### config.mk
export PLATFORM = sky130hd
export DESIGN_NAME = isdl_dac_loader
export DESIGN_NICKNAME = d
export VERILOG_FILES = /design/src/isdl_pkg.sv /design/src/isdl_edge_if.sv /design/src/isdl_edge_detect.sv /design/src/isdl_dac_loader.sv
export SDC_FILE = /design/constraint.sdc
export NUM_CORES = 1
export LEC_CHECK = 0
export BUFFER_PORTS_ARGS = -buffer_cell sky130_fd_sc_hd__buf_2
export CAP_MARGIN = 15
export CORE_ASPECT_RATIO = 1.4
export CORE_UTILIZATION = 41
export CTS_BUF_LIST = sky130_fd_sc_hd__clkbuf_2 sky130_fd_sc_hd__clkbuf_4 sky130_fd_sc_hd__clkbuf_8
export DETAILED_ROUTE_END_ITERATION = 16
export GPL_ROUTABILITY_DRIVEN = 0
export PLACE_DENSITY = 0.69
export RECOVER_POWER = 25
export SLEW_MARGIN = 10
export SYNTH_ARGS = -nofsm -noshare
export SYNTH_HDL_FRONTEND = slang
export SYNTH_HIERARCHICAL = 1
export SYNTH_SLANG_ARGS = --single-unit
### constraint.sdc
create_clock -name clk_sys -period 4.1 [get_ports clk_sys]
set_clock_uncertainty 0.2 [all_clocks]
set_input_delay 1.025 -clock clk_sys [delete_from_list [all_inputs] [get_ports clk_sys]]
set_output_delay 1.025 -clock clk_sys [all_outputs]
set_load 0.02 [all_outputs]
### src/isdl_pkg.sv
package isdl_pkg;
    // ----------------------------------------
    // address and word layout
    // ----------------------------------------
    localparam logic [5:0] ADDR_FIXED_SIX = 6'h06;
    localparam logic [4:0] ADDR_FIXED_FIVE = 5'h03;
    localparam int WORD_TOP_BIT = 15;
    localparam int POWER_MODE_MSB = 13;
    localparam int POWER_MODE_LSB = 12;
    localparam int DATA_TOP_BIT = 11;
    localparam int DATA_FIELD_WIDTH = 12;
    localparam logic [15:0] WORD_RESET = 16'h0000;
    localparam logic [3:0] BITS_PER_BYTE = 4'h8;
    // ----------------------------------------
    // power modes
    // ----------------------------------------
    localparam logic [1:0] PM_NORMAL = 2'h0;
    localparam logic [1:0] PM_LOAD_1K = 2'h1;
    localparam logic [1:0] PM_LOAD_100K = 2'h2;
    localparam logic [1:0] PM_HIZ = 2'h3;
    // ----------------------------------------
    // serial states
    // ----------------------------------------
    typedef enum logic [2:0] {
        ST_IDLE = 3'h0,
        ST_ADDR = 3'h1,
        ST_ADDR_ACK = 3'h3,
        ST_WR_BYTE = 3'h2,
        ST_WR_ACK = 3'h6,
        ST_RD_BYTE = 3'h7,
        ST_RD_ACK = 3'h5,
        ST_IGNORE = 3'h4
    } isdl_state_type;
endpackage

### src/isdl_edge_if.sv
`timescale 1ns/10ps
interface isdl_edge_if;
    logic level;
    logic rise;
    logic fall;
    modport source (output level, output rise, output fall);
    modport sink (input level, input rise, input fall);
endinterface

### src/isdl_edge_detect.sv
`timescale 1ns/10ps
module isdl_edge_detect
    import isdl_pkg::*;
(
    input wire logic clk_sys,
    input wire logic rst_n,
    input wire logic lineIn,
    isdl_edge_if.source edge_o
);
    typedef struct packed {
        logic cur;
        logic prev;
    } isdl_edge_type;

    isdl_edge_type edge_reg;
    isdl_edge_type edge_next;

    // ----------------------------------------
    // sample and compare
    // ----------------------------------------
    always_comb begin
        edge_next.cur = lineIn;
        edge_next.prev = edge_reg.cur;
    end

    // idle bus lines rest high
    always_ff @(posedge clk_sys or negedge rst_n) begin
        if (!rst_n) begin
            edge_reg <= '{cur: 1'b1, prev: 1'b1};
        end else begin
            edge_reg <= edge_next;
        end
    end

    assign edge_o.level = edge_reg.cur;
    assign edge_o.rise = edge_reg.cur & ~edge_reg.prev;
    assign edge_o.fall = ~edge_reg.cur & edge_reg.prev;
endmodule // isdl_edge_detect

### src/isdl_dac_loader.sv
// What this block does
// Slave only; serial clock is an input, never driven.
// One-pin variant answers address 000110 plus low select pin.
// Two-pin variant answers 00011 plus both select pins.
// START (data falls, clock high) restarts byte framing.
// First byte: seven address bits then direction; one means read.
// On address match pull data low in ninth pulse; else stay released.
// Bytes are eight bits MSB first plus one acknowledge bit.
// Data changes only while clock low; stable while clock high.
// STOP (data rises, clock high) ends the addressed state.
// Master ends a write by raising data in the tenth pulse.
// Master ends a read with not-acknowledge then STOP.
// Write carries two data bytes; read returns one or two.
// Each further byte pair while addressed updates the output again.
// Repeated reads within one read transaction are allowed.
// Sixteen-bit word shifted in MSB first, upper byte first.
// Top two bits ignored; next two are the power-mode field.
// Data left-justified from bit 11; unused low bits ignored.
// Reset clears the converter word to zero.
// Write is address byte then two word bytes; address acknowledged.
// Power mode: 00 normal, 01 1k, 10 100k, 11 high impedance.
// Low hardware power-down pin forces high-impedance mode.
// Readback: one data byte at 8 bits, else two bytes.
// Power-down leaves the stored word unchanged.
// Update only after a full pair; a cut pair is dropped.
// Resolution and address pin count are build parameters.
`timescale 1ns/10ps
module isdl_dac_loader
    import isdl_pkg::*;
#(
    parameter int RESOLUTION = 12,
    parameter int ADDR_PINS = 2
) (
    input wire logic clk_sys,
    input wire logic rst_n,
    input wire logic scl,
    input wire logic sdaIn,
    output logic sdaOut,
    output logic sdaOe_n,
    input wire logic addrSelectLow,
    input wire logic addrSelectHigh,
    input wire logic hwPowerdown_n,
    output logic [RESOLUTION-1:0] dacCode,
    output logic [1:0] powerMode,
    output logic dacUpdate,
    output logic addressed
);
    localparam logic [11:0] DATA_MASK = 12'hfff << (DATA_FIELD_WIDTH - RESOLUTION);

    typedef struct packed {
        isdl_state_type st;
        logic [3:0] bitCnt;
        logic [7:0] shift;
        logic [7:0] hiByte;
        logic [7:0] rdShift;
        logic rw;
        logic pairHalf;
        logic rdIdx;
        logic masterAck;
        logic drive;
        logic [15:0] word;
        logic commit;
        logic [RESOLUTION-1:0] code;
        logic [1:0] mode;
        logic update;
        logic addrd;
    } isdl_regs_type;

    isdl_regs_type r_reg;
    isdl_regs_type r_next;

    isdl_edge_if sclEdge ();
    isdl_edge_if sdaEdge ();

    // ----------------------------------------
    // line edge detection
    // ----------------------------------------
    isdl_edge_detect u_scl (
        .clk_sys(clk_sys),
        .rst_n(rst_n),
        .lineIn(scl),
        .edge_o(sclEdge)
    );

    isdl_edge_detect u_sda (
        .clk_sys(clk_sys),
        .rst_n(rst_n),
        .lineIn(sdaIn),
        .edge_o(sdaEdge)
    );

    logic startSeen;
    logic stopSeen;
    logic addrMatch;
    logic [6:0] ownAddr;

    // bus conditions only while the clock stays high
    assign startSeen = sdaEdge.fall & sclEdge.level & ~sclEdge.rise;
    assign stopSeen = sdaEdge.rise & sclEdge.level & ~sclEdge.rise;

    // ----------------------------------------
    // own address
    // ----------------------------------------
    always_comb begin
        if (ADDR_PINS == 1) begin
            ownAddr = {ADDR_FIXED_SIX, addrSelectLow};
        end else begin
            ownAddr = {ADDR_FIXED_FIVE, addrSelectHigh, addrSelectLow};
        end
    end

    assign addrMatch = (r_reg.shift[7:1] == ownAddr);

    // ----------------------------------------
    // readback byte select
    // ----------------------------------------
    function automatic logic [7:0] readByte(input logic [15:0] w, input logic idx);
        logic [7:0] b;
        b = idx ? w[7:0] : w[WORD_TOP_BIT -: 8];
        if (RESOLUTION == 8) begin
            b = w[DATA_TOP_BIT -: 8];
        end
        return b;
    endfunction

    // ----------------------------------------
    // serial engine
    // ----------------------------------------
    always_comb begin
        r_next = r_reg;
        r_next.commit = 1'b0;
        if (startSeen) begin
            r_next.st = ST_ADDR;
            r_next.bitCnt = 4'h0;
            r_next.pairHalf = 1'b0;
            r_next.drive = 1'b0;
        end else if (stopSeen) begin
            r_next.st = ST_IDLE;
            r_next.drive = 1'b0;
            r_next.pairHalf = 1'b0;
        end else if (sclEdge.rise) begin
            case (r_reg.st)
                ST_ADDR, ST_WR_BYTE: begin
                    r_next.shift = {r_reg.shift[6:0], sdaEdge.level};
                    r_next.bitCnt = r_reg.bitCnt + 4'h1;
                end
                ST_RD_BYTE: begin
                    r_next.bitCnt = r_reg.bitCnt + 4'h1;
                end
                ST_RD_ACK: begin
                    r_next.masterAck = ~sdaEdge.level;
                end
                default: begin
                    r_next.bitCnt = r_reg.bitCnt;
                end
            endcase
        end else if (sclEdge.fall) begin
            case (r_reg.st)
                ST_ADDR: begin
                    if (r_reg.bitCnt == BITS_PER_BYTE) begin
                        if (addrMatch) begin
                            r_next.st = ST_ADDR_ACK;
                            r_next.drive = 1'b1;
                            r_next.rw = r_reg.shift[0];
                        end else begin
                            r_next.st = ST_IGNORE;
                        end
                    end
                end
                ST_ADDR_ACK: begin
                    r_next.bitCnt = 4'h0;
                    r_next.rdIdx = 1'b0;
                    if (r_reg.rw) begin
                        r_next.st = ST_RD_BYTE;
                        r_next.rdShift = readByte(r_reg.word, 1'b0);
                        r_next.drive = ~r_next.rdShift[7];
                    end else begin
                        r_next.st = ST_WR_BYTE;
                        r_next.drive = 1'b0;
                        r_next.pairHalf = 1'b0;
                    end
                end
                ST_WR_BYTE: begin
                    if (r_reg.bitCnt == BITS_PER_BYTE) begin
                        r_next.st = ST_WR_ACK;
                        r_next.drive = 1'b1;
                        if (!r_reg.pairHalf) begin
                            r_next.hiByte = r_reg.shift;
                            r_next.pairHalf = 1'b1;
                        end else begin
                            r_next.pairHalf = 1'b0;
                            r_next.commit = 1'b1;
                            r_next.word = {2'h0, r_reg.hiByte[5:4],
                                {r_reg.hiByte[3:0], r_reg.shift} & DATA_MASK};
                        end
                    end
                end
                ST_WR_ACK: begin
                    r_next.st = ST_WR_BYTE;
                    r_next.drive = 1'b0;
                    r_next.bitCnt = 4'h0;
                end
                ST_RD_BYTE: begin
                    if (r_reg.bitCnt == BITS_PER_BYTE) begin
                        r_next.st = ST_RD_ACK;
                        r_next.drive = 1'b0;
                    end else begin
                        r_next.rdShift = {r_reg.rdShift[6:0], 1'b0};
                        r_next.drive = ~r_reg.rdShift[6];
                    end
                end
                ST_RD_ACK: begin
                    if (r_reg.masterAck) begin
                        r_next.st = ST_RD_BYTE;
                        r_next.bitCnt = 4'h0;
                        r_next.rdIdx = ~r_reg.rdIdx;
                        r_next.rdShift = readByte(r_reg.word, ~r_reg.rdIdx);
                        r_next.drive = ~r_next.rdShift[7];
                    end else begin
                        r_next.st = ST_IGNORE;
                    end
                end
                default: begin
                    r_next.drive = 1'b0;
                end
            endcase
        end
        // outputs follow the stored word one cycle later
        r_next.code = r_reg.word[DATA_TOP_BIT -: RESOLUTION];
        r_next.mode = hwPowerdown_n ?
            r_reg.word[POWER_MODE_MSB:POWER_MODE_LSB] : PM_HIZ;
        r_next.update = r_reg.commit;
        r_next.addrd = (r_next.st != ST_IDLE) && (r_next.st != ST_IGNORE)
            && (r_next.st != ST_ADDR);
    end

    always_ff @(posedge clk_sys or negedge rst_n) begin
        if (!rst_n) begin
            r_reg <= '0;
            r_reg.st <= ST_IDLE;
            r_reg.mode <= PM_NORMAL;
        end else begin
            r_reg <= r_next;
        end
    end

    // ----------------------------------------
    // outputs
    // ----------------------------------------
    // open drain: data low, enable low while pulling
    assign sdaOut = 1'b0;
    assign sdaOe_n = ~r_reg.drive;
    assign dacCode = r_reg.code;
    assign powerMode = r_reg.mode;
    assign dacUpdate = r_reg.update;
    assign addressed = r_reg.addrd;
endmodule // isdl_dac_loader

# Yosys cells after proc, flatten, opt, wreduce, memory -nomap -nowiden
# Index checks and enable logic that the tools add are counted.
dict set report word_totals {
  out_inout_bits 18
  regBits 71
  elab_cells 140
}
dict set report classes {
  n_bitwise 20
  mux 55
  eq_ne 22
  addsub 1
  reduce_logical 22
}
# operator n
set op_table {}
lappend op_table {{$mux W8} 9}
lappend op_table {{$mux W18} 3}
lappend op_table {{$mux W19} 2}
lappend op_table {{$mux W29} 1}
lappend op_table {{$ne A4 B4 Y1 const B} 6}
lappend op_table {{$pmux W8 S3} 1}
lappend op_table {{$mux W3} 7}
lappend op_table {{$reduce_and A7 Y1} 3}
lappend op_table {{$mux W1} 18}
lappend op_table {{$pmux W3 S6} 1}
lappend op_table {{$mux W17} 1}
lappend op_table {{$mux W15} 1}
lappend op_table {{$mux W7} 2}
lappend op_table {{$mux W4} 3}
lappend op_table {{$not A1 Y1} 12}
lappend op_table {{$reduce_and A6 Y1} 2}
lappend op_table {{$reduce_bool A3 Y1} 4}
lappend op_table {{$reduce_and A5 Y1} 2}
lappend op_table {{$eq A3 B3 Y1 const B} 3}
lappend op_table {{$and A1 B1 Y1} 8}
lappend op_table {{$ne A2 B2 Y1 const B} 4}
lappend op_table {{$pmux W4 S2} 1}
lappend op_table {{$reduce_and A4 Y1} 2}
lappend op_table {{$reduce_and A8 Y1} 1}
lappend op_table {{16 further kinds} 23}

# Longest topological paths before layout
# Gate-level depths: netlist of the first run.
dict set report depth {
  word_depth 11
  depth_mapped 8
  mapped_depth_nobuf 7
}

# Hierarchy
# The synthesis of the first run kept the hierarchy.
# mod seq_area_each_um2 n_inst area_each_um2 cells_each
set modules_own_cells {}
lappend modules_own_cells {isdl_dac_loader 1601.5 1 3070.4 266}
lappend modules_own_cells {isdl_edge_detect 52.6 2 67.6 4}

# Worst setup path before layout of the first run
# Ideal clock, no wire load.
dict set report synth_path {
  kind {input to register}
  start {input addrSelectLow}
  end {register r_reg[33] in the netlist's numbering}
  path_slack_ns 1.845
  path_buffers 0
  t_arrival_ns 1.928
  setup_time_ns 0.127
  stages 5
  path_cell_list {xnor2_1 nand4_1 a221oi_1 nor2_1 mux2_1}
}
dict set report synth_via {
  elab_chain_len 3
}
# element line
set synth_rtl {}
lappend synth_rtl {{start, declared} isdl_dac_loader.sv:40} ;# input wire logic addrSelectLow,
lappend synth_rtl {{$eq A7 B4 Y1} isdl_dac_loader.sv:112} ;# assign addrMatch = (r_reg.shift[7:1] == ownAddr);
lappend synth_rtl {{$ne A4 B4 Y1 (no source line)} n/a}
lappend synth_rtl {{$reduce_and A6 Y1 (no source line)} n/a}
lappend synth_rtl {{end signal, assigned} isdl_dac_loader.sv:243} ;# r_reg <= r_next;
lappend synth_rtl {{end, declared} isdl_dac_loader.sv:69} ;# isdl_regs_type r_reg;
# No other way between the ends.
# A chain may end at the register's enable or synchronous reset.

# Worst setup path after layout of the first run
dict set report layout_path {
  start {register u_scl.edge_reg, in the netlist u_scl/edge_o.level}
  end {register r_reg, in the netlist r_next[9]}
}
dict set report layout_via {
  elab_chain_len 5
  elab_cells_between_ends 11
  classes_between {bitwise: 10; reduce/logical: 1}
}
# element line
set layout_rtl {}
lappend layout_rtl {{start, declared} isdl_edge_detect.sv:15} ;# isdl_edge_type edge_reg;
lappend layout_rtl {{start signal, assigned} isdl_edge_detect.sv:29} ;# edge_reg <= '{cur: 1'b1, prev: 1'b1};
lappend layout_rtl {{start signal, assigned} isdl_edge_detect.sv:31} ;# edge_reg <= edge_next;
lappend layout_rtl {{$and A1 B1 Y1 *} isdl_edge_detect.sv:36} ;# assign edge_o.rise = edge_reg.cur & ~edge_reg.prev;
lappend layout_rtl {{via sclEdge.rise} isdl_edge_if.sv:4} ;# logic rise;
lappend layout_rtl {{$not A1 Y1 (no source line) *} n/a}
lappend layout_rtl {{$and A1 B1 Y1, on equally long branches} {isdl_dac_loader.sv:99, isdl_dac_loader.sv:98}}
lappend layout_rtl {{$not A1 Y1 (no source line)} n/a}
lappend layout_rtl {{$reduce_and A7 Y1 (no source line) *} n/a}
# Mark *: on every way through the listed nets, which the timed path passes. The rest lies on a longest branch.

==> summary.md, run 1 <==
| Metric | Value |
|---|---|
| Clock slew at reported path FFs | 70 ps |
| P_leak | between 1.5 and 2 nW |
| Sink Count | 68 |
| Required time worst endpoint | between 4000 and 5000 ps |
| Post-Synth Adder-Cell Area | less than 1% |
| Synthesis Warnings | 6 |
| Max_slew headroom | ~4.7% |
| Fin nets | 291 |
| Post-synthesis mux area share | 14.5% |
| Pwr per Cell Area | a little over 500 nW/µm² |
| Total CTS buffers | 9 |
| Buffers on Ports | 23 |
| Compound-Gate Fraction of Synth Area | between 10% and 20% |
| Worst-path maximum fanout | 14 |
| Post-Layout Cell Count | 384 |
| CTS Hold Buffers Added | 0 |
| Tightest Pin Transition | about 1400 ps |
| Total congestion overflow | 0 |
| Max reg flops | 35 |
| WP buf/inv | 0 |
| Worst Setup Start Kind | flip-flop |
| Worst stage delay on the critical path | ~620 ps |
| Dpl cells | between 300 and 400 |
| Total GRT Usage | about 17% |
| Fill count | 678 |
| Vias in the first global route | between 2,000 and 2,500 |
| Seq/Total Area, Yosys | 53.2% |
| Post-synth EDFFs | 0 |
| Sw frac | 31.3% |
| Die area | roughly 8000 µm² |
| Final Critical Period | between 2000 and 3000 ps |
| Post_cts resized | 0 |
| Number of I/O pins | 25 |
| Fraction of the mapped netlist area in simple logic gates | a little over an eighth |
| Endpoints failing setup | 0 |
| Top cell family by delay on the critical path | simple AND/OR/NAND/NOR gates |
| DRC Markers | 0 |
| Core ar. | 7450 µm² |
| Max-Cap Viols | 0 |
| Worst path cell trace | nor2b_1 -> nor2b_1 -> nand2_2 -> nor2_1 -> nand3_2 -> mux2_2 |
| # diodes | 0 |
| H-tree levels | 3 |
| Std-Cell Rows | 37 |
| Critical R2R Launch | u_scl/edge_o.level |
| TritonRoute pass-1 iters | 4 |
| Hold Path Class | flip-flop to flip-flop |
| Vias per cell | approximately 5.5 |
| Hold endpoint | dacUpdate |
| Most frequent CP cell | nor2b_1 |
| CTS root buf | clkbuf_8 |
| Internal power of the cells | 1.22 mW |
| Outcome | finished clean |
| Pin count of the biggest net entering global routing | 44 |
| Die Y | 107 µm |
| Syn Area/Cell | approximately 12 µm² |
| Post-synth top flop | dfrtp_1 |
| Starting density of the core | 43.0% |
| Kind of critical path | flip-flop to flip-flop |
| Initial antenna violation count | 0 |
| Syn Nets | around 280 |
| Part of the power in registers | just under 50% |
| Clk pwr share | approximately 34% |
| Final hold vios | 0 |
| Worst setup EP type | flip-flop |
| Avg WL per Cell | 16.6 µm |
| Pins over their slew limit | 0 |
| Final HPWL DP | between 4000 and 5000 µm |
| Post-route ant nets | 0 |
| Die width | 76.7 µm |
| Max VDD drop | between 200 and 250 µV |
| Total wire length | between 6000 and 7000 µm |
| Share of cells above drive strength 1 | about 30% |
| FF-to-FF End | r_next[9] |
| Worst hold stages | 0 |
| Final setup TNS | 0 ps |
| RSZ-0062 raised after global routing | false |
| Synth async-reset ratio | between 90% and 100% |
| Worst Path Arrival | 2790 ps |
| #FFs+latches synth | about 70 |
| Global-route wire length before repair | between 10,000 and 15,000 µm |
| Via count | around 2,100 |
| Depth of the worst register-to-register path | 6 |
| P&R area growth vs syn | 8.90% |
| Iteration-0 DRC Markers | 230 |
| Top achievable clock speed | about 360 MHz |
| Tcrit/Tclk final | approximately two thirds |
| Main combinational cell family by area after synthesis | multiplexers |
| Slowest CP cell | dfstp_1 |
| R2R Setup Slk | 1340 ps |
| Post-synthesis xor/xnor area fraction | less than 1% |
| Logic pwr share | between 15 and 20% |
| CTS tree | built |
| Setup Fix Bufs, Post-CTS | 0 |
| Distinct cell type count after synthesis | 55 |
| Worst-Skew Late Latency | 350 ps |
| Sw Pwr | 0.555 mW |
| Max Root-Sink Buffers | 2 |
| Area of the mapped netlist | between 3000 and 4000 µm² |
| Cells after Synth | 274 |
| Worst hold path startpoint | r_next[1] |
## cell type report
class,count,area [µm²],share of cell area (%)
clock buffers,9,124,3.55
clock inverters,7,98.8,2.83
inverters,8,30.0,0.860
multi-input cells,171,1290,37.0
flip-flops and latches,68,1710,48.9
well taps,97,121,3.48
repair buffers,24,120,3.44
## cell usage in the layout (no fill, tap or decap), types with 3 or more instances in the layout
cell type	n
o21ai_0	14
a21oi_1	16
a31oi_1	4
nor2_1	13
nor2b_1	3
clkbuf_8	9
or3_1	4
nand3_1	5
nand2_1	14
dfrtp_1	64
mux2_2	25
nor3_1	4
nand2b_1	7
nand3b_1	3
inv_1	7
buf_2	21
mux2_4	10
mux2_1	3
o22ai_1	6
## logic make-up after synthesis
group / after synthesis
xor+xnor: 2
simple gates: 72
other cells: 1
fa+ha+maj: 2
flops: 68
buf+inv: 35
mux: 38
compound gates: 56
## worst reg2reg max path, stage by stage (launching register included)
cell and delay [ps]:
dfstp_1 620, nor2b_1 550, nor2b_1 270, nand2_2 190
nor2_1 70, nand3_2 350, mux2_2 390
## power by group through the flow
stage / clock network, mW / logic [mW] / registers (mW)
finish: 0.608 / 0.295 / 0.870
global route: 0.653 / 0.330 / 0.887
CTS: 0.625 / 0.295 / 0.868
detailed placement: 0 / 0.293 / 0.882
global placement: 0 / 0.285 / 0.875
floorplan: 0 / 0.260 / 0.820
## synth_stat cells, drive strengths merged, types with 4 or more instances
master,instances,area (µm²)
nand2,15,58.8
nor2,13,48.8
a21oi,16,80.1
or3,4,25.0
inv,8,30.0
mux2,38,465
dfstp,4,105
dfrtp,64,1600
nand3,6,35.0
a31oi,4,25.0
o21ai,16,80.1
nor3,5,30.0
nand2b,7,43.8
o22ai,6,37.5
buf,25,171
## how the worst max path moves through the flow
stage / slack [ps] / depth (start not counted) / from / end
6_report: 1340 / 6 / u_scl/edge_o.level / r_next[9]
5_1_grt: 1060 / 6 / u_scl/edge_o.level / r_next[11]
4_1_cts: 1380 / 6 / u_scl/edge_o.level / r_next[11]
3_5_place_dp: 1410 / 6 / u_scl/edge_o.level / r_next[11]
3_3_place_gp: 1510 / 6 / u_scl/edge_o.level / r_next[12]
2_1_floorplan: 1840 / 5 / addrSelectLow / r_reg[33]
## metrics by stage
| stage | area (µm²) | worst slack [ps] | hold slack (ps) | utilization, % | total power [mW] |
|---|---|---|---|---|---|
| after CTS | 3490 | 1380 | 162 | 46.9 | 1.79 |
| final | 3490 | 1340 | 161 | 46.8 | 1.77 |
| after detailed placement | 3270 | 1410 | 144 | 43.9 | 1.17 |
| after global placement | 3270 | 1510 | 133 | 43.9 | 1.16 |
| after global routing | 3490 | 1060 | 165 | 46.8 | 1.87 |
| after floorplan | 3210 | 1840 | 131 | - | 1.08 |
## routing by layer
| layer | GRT usage [%] | up-vias | part of all wire (%) |
|---|---|---|---|
| li1 | - | 985 | - |
| met1 | 19.6 | 1046 | 40 |
| met2 | 28.8 | 72 | 51 |
| met3 | 4.26 | 20 | 4.4 |
| met4 | 10.7 | 0 | 4.2 |
| met5 | 0 | - | 0 |
No activity file was read; power rests on OpenSTA's default activity.
==> run 2, diff against run 1 <==
- PLACE_DENSITY: 0.69 -> 0.71
- clock period: 4.1 -> 2.4 ns (I/O delays scaled with it)
==> run 2 against run 1 <==
The flow now finishes with violations (capacitance limit, slew limit). Largest cell class unchanged. First-iteration DRC count fell by 58%. Wire length fell by 3.1%. Critical endpoint is now r_reg[38]. Highest routed layer unchanged. Combinational power rose by 93%. Worst setup slack got worse by 1200 ps. Largest power group unchanged. Non-clock buffer count rose by 10. Fmax rose by 24%. Sequential power rose by 67%.
==> summary.md, run 2 (synthesized netlist as in run 1, its figures left out) <==
| Metric | Value |
|---|---|
| Outcome | finished with violations |
| Failing checks | capacitance limit, slew limit |
| Post-layout util | 47.9% (+1.1 points) |
| Required time worst endpoint | 2430 ps (-1700 ps) |
| P_leak | 1.70 nW (+3.5%) |
| Critical path startpoint | u_sda/edge_o.level |
| Worst setup EP type | flip-flop |
| Max_slew headroom | -9.11% (-14 points) |
| Worst-Skew Late Latency | 350 ps (about the same) |
| Total wire length | 6180 µm (-3.1%) |
| Pwr per Cell Area | 865 nW/µm² (+70%) |
| Post-route ant nets | 0 (unchanged) |
| Dpl cells | 378 (+2.7%) |
| Post-route setup slack | 169 ps (-1170 ps) |
| Hold Path Class | input port to flip-flop |
| Post-Layout Cell Count | 394 (+2.6%) |
| Tightest Pin Transition | 1640 ps (+207 ps) |
| Top cell family by delay on the critical path | compound AO/OA/AOI/OAI gates |
| Final hold vios | 0 (unchanged) |
| Endpoints failing setup | 0 (unchanged) |
| Vias in the first global route | 2,115 (-1.4%) |
| Setup Fix Bufs, Post-CTS | 0 (unchanged) |
| WP buf/inv | 0 (unchanged) |
| Final setup TNS | 0 ps (unchanged) |
| Final HPWL DP | 4340 µm (-0.75%) |
| DRC Markers | 0 (unchanged) |
| Pins over their slew limit | 69 (+69) |
| Fill count | 663 (-2.2%) |
| CTS tree | built |
| Buffers on Ports | 23 (unchanged) |
| Kind of critical path | flip-flop to flip-flop |
| Sink Count | 68 (unchanged) |
| Critical R2R Launch | u_sda/edge_o.level |
| Global-route wire length before repair | 10,500 µm (-1.4%) |
| Post_cts resized | 0 (unchanged) |
| CTS Hold Buffers Added | 0 (unchanged) |
| Slowest CP cell | dfstp_2 |
| Die width | 76.7 µm (unchanged) |
| Max VDD drop | 464 µV (+100%) |
| Iteration-0 DRC Markers | 96 (-58%) |
| CTS root buf | clkbuf_8 |
| Die Y | 107 µm (unchanged) |
| RSZ-0062 raised after global routing | false |
| Clock slew at reported path FFs | 70 ps (about the same) |
| Worst path cell trace | and2b_2 -> o21ai_1 -> nand3_1 -> a211o_1 -> mux2_1 |
| Worst Path Arrival | 2260 ps (-530 ps) |
| Total CTS buffers | 9 (unchanged) |
| Worst stage delay on the critical path | 550 ps (-70 ps) |
| Pre-CTS setup slack | 172 ps (-1230 ps) |
| Initial antenna violation count | 0 (unchanged) |
| Vias per cell | 5.44 (-1.7%) |
| TritonRoute pass-1 iters | 4 (unchanged) |
| Register area | 1710 µm² (about the same) |
| R2R Setup Slk | 170 ps (-1170 ps) |
| Std-Cell Rows | 37 (unchanged) |
| Finished Cell Area | 3570 µm² (+2.4%) |
| Total congestion overflow | 0 (unchanged) |
| Max-Cap Viols | 1 (+1) |
| Total GRT Usage | 17.1% (-0.11 points) |
| Share of cells above drive strength 1 | 33.7% (+4.1 points) |
| H-tree levels | 3 (unchanged) |
| Top achievable clock speed | 448 MHz (+24%) |
| Max Root-Sink Buffers | 2 (unchanged) |
| Final Critical Period | 2230 ps (-528 ps) |
| Pin count of the biggest net entering global routing | 69 (+57%) |
| P&R area growth vs syn | 11.5% |
| Fin nets | 301 (+3.4%) |
| Tcrit/Tclk final | 93.0% (+26 points) |
| Worst hold path startpoint | scl |
| Core ar. | 7450 µm² (unchanged) |
| Avg WL per Cell | 15.7 µm (-5.6%) |
| Via count | 2,142 (+0.89%) |
| Placed cell area | 3360 µm² (+2.7%) |
| Starting density of the core | 43.0% (unchanged) |
| Worst-path maximum fanout | 7 (-7) |
| Worst Setup Start Kind | flip-flop |
| Max reg flops | 35 (unchanged) |
| Commonest non-fill, non-tap cell in the layout | dfrtp_1 |
| Commonest non-fill, non-tap cells in the layout | dfrtp_1 (63), mux2_2 (25), buf_2 (23) |
| Area of the multi-input gates | 1290 µm² (unchanged) |
| Number of I/O pins | 25 (unchanged) |
| Die area | 8180 µm² (unchanged) |
| # diodes | 0 (unchanged) |
-- run 2: changes by cell type in the layout (fill, tap and decap cells not counted), sizes merged --
cell / previous run / this run
buf: 22 / 33
clkbuf: 11 / 10
clkinv: 3 / 0
inv: 9 / 12
-- run 2: per-stage QoR --
stage,power [mW],hold slack (ps)
after floorplan,1.84,104
after global placement,2.02,135
after detailed placement,2.04,136
after CTS,3.12,65.6
after global routing,3.27,130
final,3.09,147
-- run 2: layer usage --
metal | global-route usage (%) | vias up | part of all wire [%]
met5 | 0 | - | 0
met4 | 8.93 | 0 | 3.7
met3 | 4.68 | 18 | 4.8
met2 | 29.1 | 77 | 52
met1 | 19.4 | 1047 | 40
li1 | - | 1000 | -
-- run 2: area by class of cell --
cell class | instances | share of cell area (%)
sequential | 68 | 47.8
clock inverter | 7 | 2.94
multi-input combinational | 171 | 36.1
inverter | 8 | 0.840
clock buffer | 9 | 3.47
timing repair buffer | 34 | 5.46
tap | 97 | 3.40
-- run 2: final timing paths --
path                                           end  cells after the start
worst min register to register           dacUpdate                      0
worst max-delay path                     r_reg[38]                      5
max in group asynchronous                r_reg[66]                      2
worst min-delay path            u_scl/edge_o.level                      1
worst max register to register           r_reg[38]                      5
min in group asynchronous                r_reg[49]                      2
-- run 2: power by group --
group	internal, mW	switching [mW]	total (mW)	leakage [nW]
clock	0.602	0.468	1.07	0.113
combinational	0.246	0.322	0.568	0.681
sequential	1.28	0.179	1.45	0.908
==> run 3, diff against run 2 <==
- PLACE_DENSITY: 0.71 -> unset
- PLACE_DENSITY_LB_ADDON: unset -> 0.05
==> run 3 against run 2 <==
The flow still finishes with violations (capacitance limit, slew limit). Flip-flop and latch count unchanged. Sequential share of layout area down 0.61 points. First-iteration DRC count up 14%. Worst hold slack better by 5.8 ps. Wire length up 5.5%. Non-clock buffer count up 4. Critical endpoint is now r_next[12]. Power up 3.5%. Die area unchanged. Global-route usage up 0.80 points. Combinational power up 5.5%. Core utilization up 0.59 points.
==> summary.md, run 3 (synthesized netlist as in run 1, its figures left out) <==
| Metric | Value |
|---|---|
| Core ar. | 7450 µm² (unchanged) |
| CTS root buf | clkbuf_8 |
| Post_cts resized | 0 (unchanged) |
| Final Critical Period | 2280 ps (+45.1 ps) |
| Global-route wire length before repair | 11,000 µm (+5.4%) |
| Failing checks | capacitance limit, slew limit |
| Worst Path Arrival | 2310 ps (+50 ps) |
| Final setup TNS | 0 ps (unchanged) |
| Sink Count | 68 (unchanged) |
| Final HPWL DP | 4490 µm (+3.5%) |
| P_leak | 1.73 nW (+1.8%) |
| Top achievable clock speed | 439 MHz (-2.0%) |
| Worst path cell trace | nor2b_1 -> o21ai_1 -> nand2_2 -> nor2_1 -> nand3_2 -> buf_4 -> mux2_2 |
| Initial antenna violation count | 0 (unchanged) |
| Worst Setup Start Kind | flip-flop |
| Max reg flops | 35 (unchanged) |
| Tightest Pin Transition | 1630 ps (-6.53 ps) |
| # diodes | 0 (unchanged) |
| Max_slew headroom | -8.67% (+0.44 points) |
| Pre-CTS setup slack | 166 ps (-6.54 ps) |
| Clock slew at reported path FFs | 80 ps (about the same) |
| Pin count of the biggest net entering global routing | 69 (unchanged) |
| Commonest non-fill, non-tap cells in the layout | dfrtp_1 (64), mux2_2 (25), buf_2 (23) |
| Final hold vios | 0 (unchanged) |
| Share of cells above drive strength 1 | 34.2% (+0.55 points) |
| Fin nets | 305 (+1.3%) |
| Buffers on Ports | 23 (unchanged) |
| Outcome | finished with violations |
| Setup Fix Bufs, Post-CTS | 0 (unchanged) |
| Total congestion overflow | 0 (unchanged) |
| Post-route setup slack | 124 ps (-45.1 ps) |
| Die area | 8180 µm² (unchanged) |
| DRC Markers | 0 (unchanged) |
| P&R area growth vs syn | 12.8% |
| Pins over their slew limit | 69 (unchanged) |
| Commonest non-fill, non-tap cell in the layout | dfrtp_1 |
| CTS tree | built |
| Max VDD drop | 497 µV (+7.1%) |
| Die width | 76.7 µm (unchanged) |
| Worst-path maximum fanout | 14 (+7) |
| Top cell family by delay on the critical path | simple AND/OR/NAND/NOR gates |
| Endpoints failing setup | 0 (unchanged) |
| Kind of critical path | flip-flop to flip-flop |
| Max Root-Sink Buffers | 2 (unchanged) |
| Std-Cell Rows | 37 (unchanged) |
| Hold Path Class | input port to flip-flop |
| Number of I/O pins | 25 (unchanged) |
| RSZ-0062 raised after global routing | false |
| Via count | 2,154 (+0.56%) |
| H-tree levels | 3 (unchanged) |
| Total CTS buffers | 9 (unchanged) |
| Iteration-0 DRC Markers | 109 (+14%) |
| WP buf/inv | 1 (+1) |
| Worst-Skew Late Latency | 340 ps (about the same) |
| Total GRT Usage | 17.9% (+0.80 points) |
| Post-route ant nets | 0 (unchanged) |
| Die Y | 107 µm (unchanged) |
| CTS Hold Buffers Added | 0 (unchanged) |
| Avg WL per Cell | 16.4 µm (+4.5%) |
| Total wire length | 6520 µm (+5.5%) |
| Starting density of the core | 43.0% (unchanged) |
| TritonRoute pass-1 iters | 4 (unchanged) |
| Slowest CP cell | dfstp_2 |
| Worst stage delay on the critical path | 550 ps (about the same) |
| Vias in the first global route | 2,210 (+4.5%) |
| Worst setup EP type | flip-flop |
| Tcrit/Tclk final | 94.8% (+1.9 points) |
| Vias per cell | 5.41 (-0.45%) |
| Max-Cap Viols | 1 (unchanged) |
| Required time worst endpoint | 2430 ps (about the same) |
| Pwr per Cell Area | 884 nW/µm² (+2.2%) |
==> run 3: stage by stage <==
step | hold slack, ps | cells | utilization, % | power, mW | instance area (µm²)
2_1_floorplan | 104 | 274 | - | 1.84 | 3210
3_3_place_gp | 138 | 382 | 45.5 | 2.07 | 3390
3_5_place_dp | 144 | 382 | 45.5 | 2.08 | 3390
4_1_cts | 66.2 | 398 | 48.7 | 3.25 | 3630
5_1_grt | 124 | 398 | 48.5 | 3.38 | 3620
6_report | 153 | 398 | 48.5 | 3.20 | 3620
==> run 3: report_power, final <==
part | leakage [nW] | internal [mW] | switching (mW)
clock | 0.124 | 0.704 | 0.443
sequential | 0.908 | 1.27 | 0.180
combinational | 0.699 | 0.256 | 0.343
==> run 3: worst register-to-register path: stages, from the launching register on <==
cell and delay [ps]:
dfstp_2 550, nor2b_1 320, o21ai_1 170, nand2_2 160
nor2_1 70, nand3_2 70, buf_4 260, mux2_2 380
==> run 3: cell type report <==
type                            instances  area, µm²
Fill cell                             677       3840
Sequential cell                        68       1710
Multi-Input combinational cell        171       1290
Timing Repair Buffer                   38        225
Clock buffer                           10        131
Tap cell                               97        121
Clock inverter                          6        113
Inverter                                8       30.0
==> run 3: worst paths after layout <==
| check | startpoint | endpoint | slack [ps] | cells past startpoint |
|---|---|---|---|---|
| worst max-delay path | u_sda/edge_o.level | r_next[12] | 120 | 7 |
| worst min-delay path | scl | u_scl/edge_o.level | 150 | 1 |
| worst max register to register | u_sda/edge_o.level | r_next[12] | 120 | 7 |
| worst min register to register | r_next[1] | dacUpdate | 160 | 0 |
| max in group asynchronous | rst_n | r_reg[67] | 470 | 2 |
| min in group asynchronous | rst_n | powerMode[1] | 560 | 2 |
==> run 3: layer usage <==
metal	share of wire, %	wire length, µm	GRT usage [%]
met5	0	0	0
met4	3.1	202	10.3
met3	3.2	211	3.91
met2	51	3300	29.6
met1	43	2800	21.3
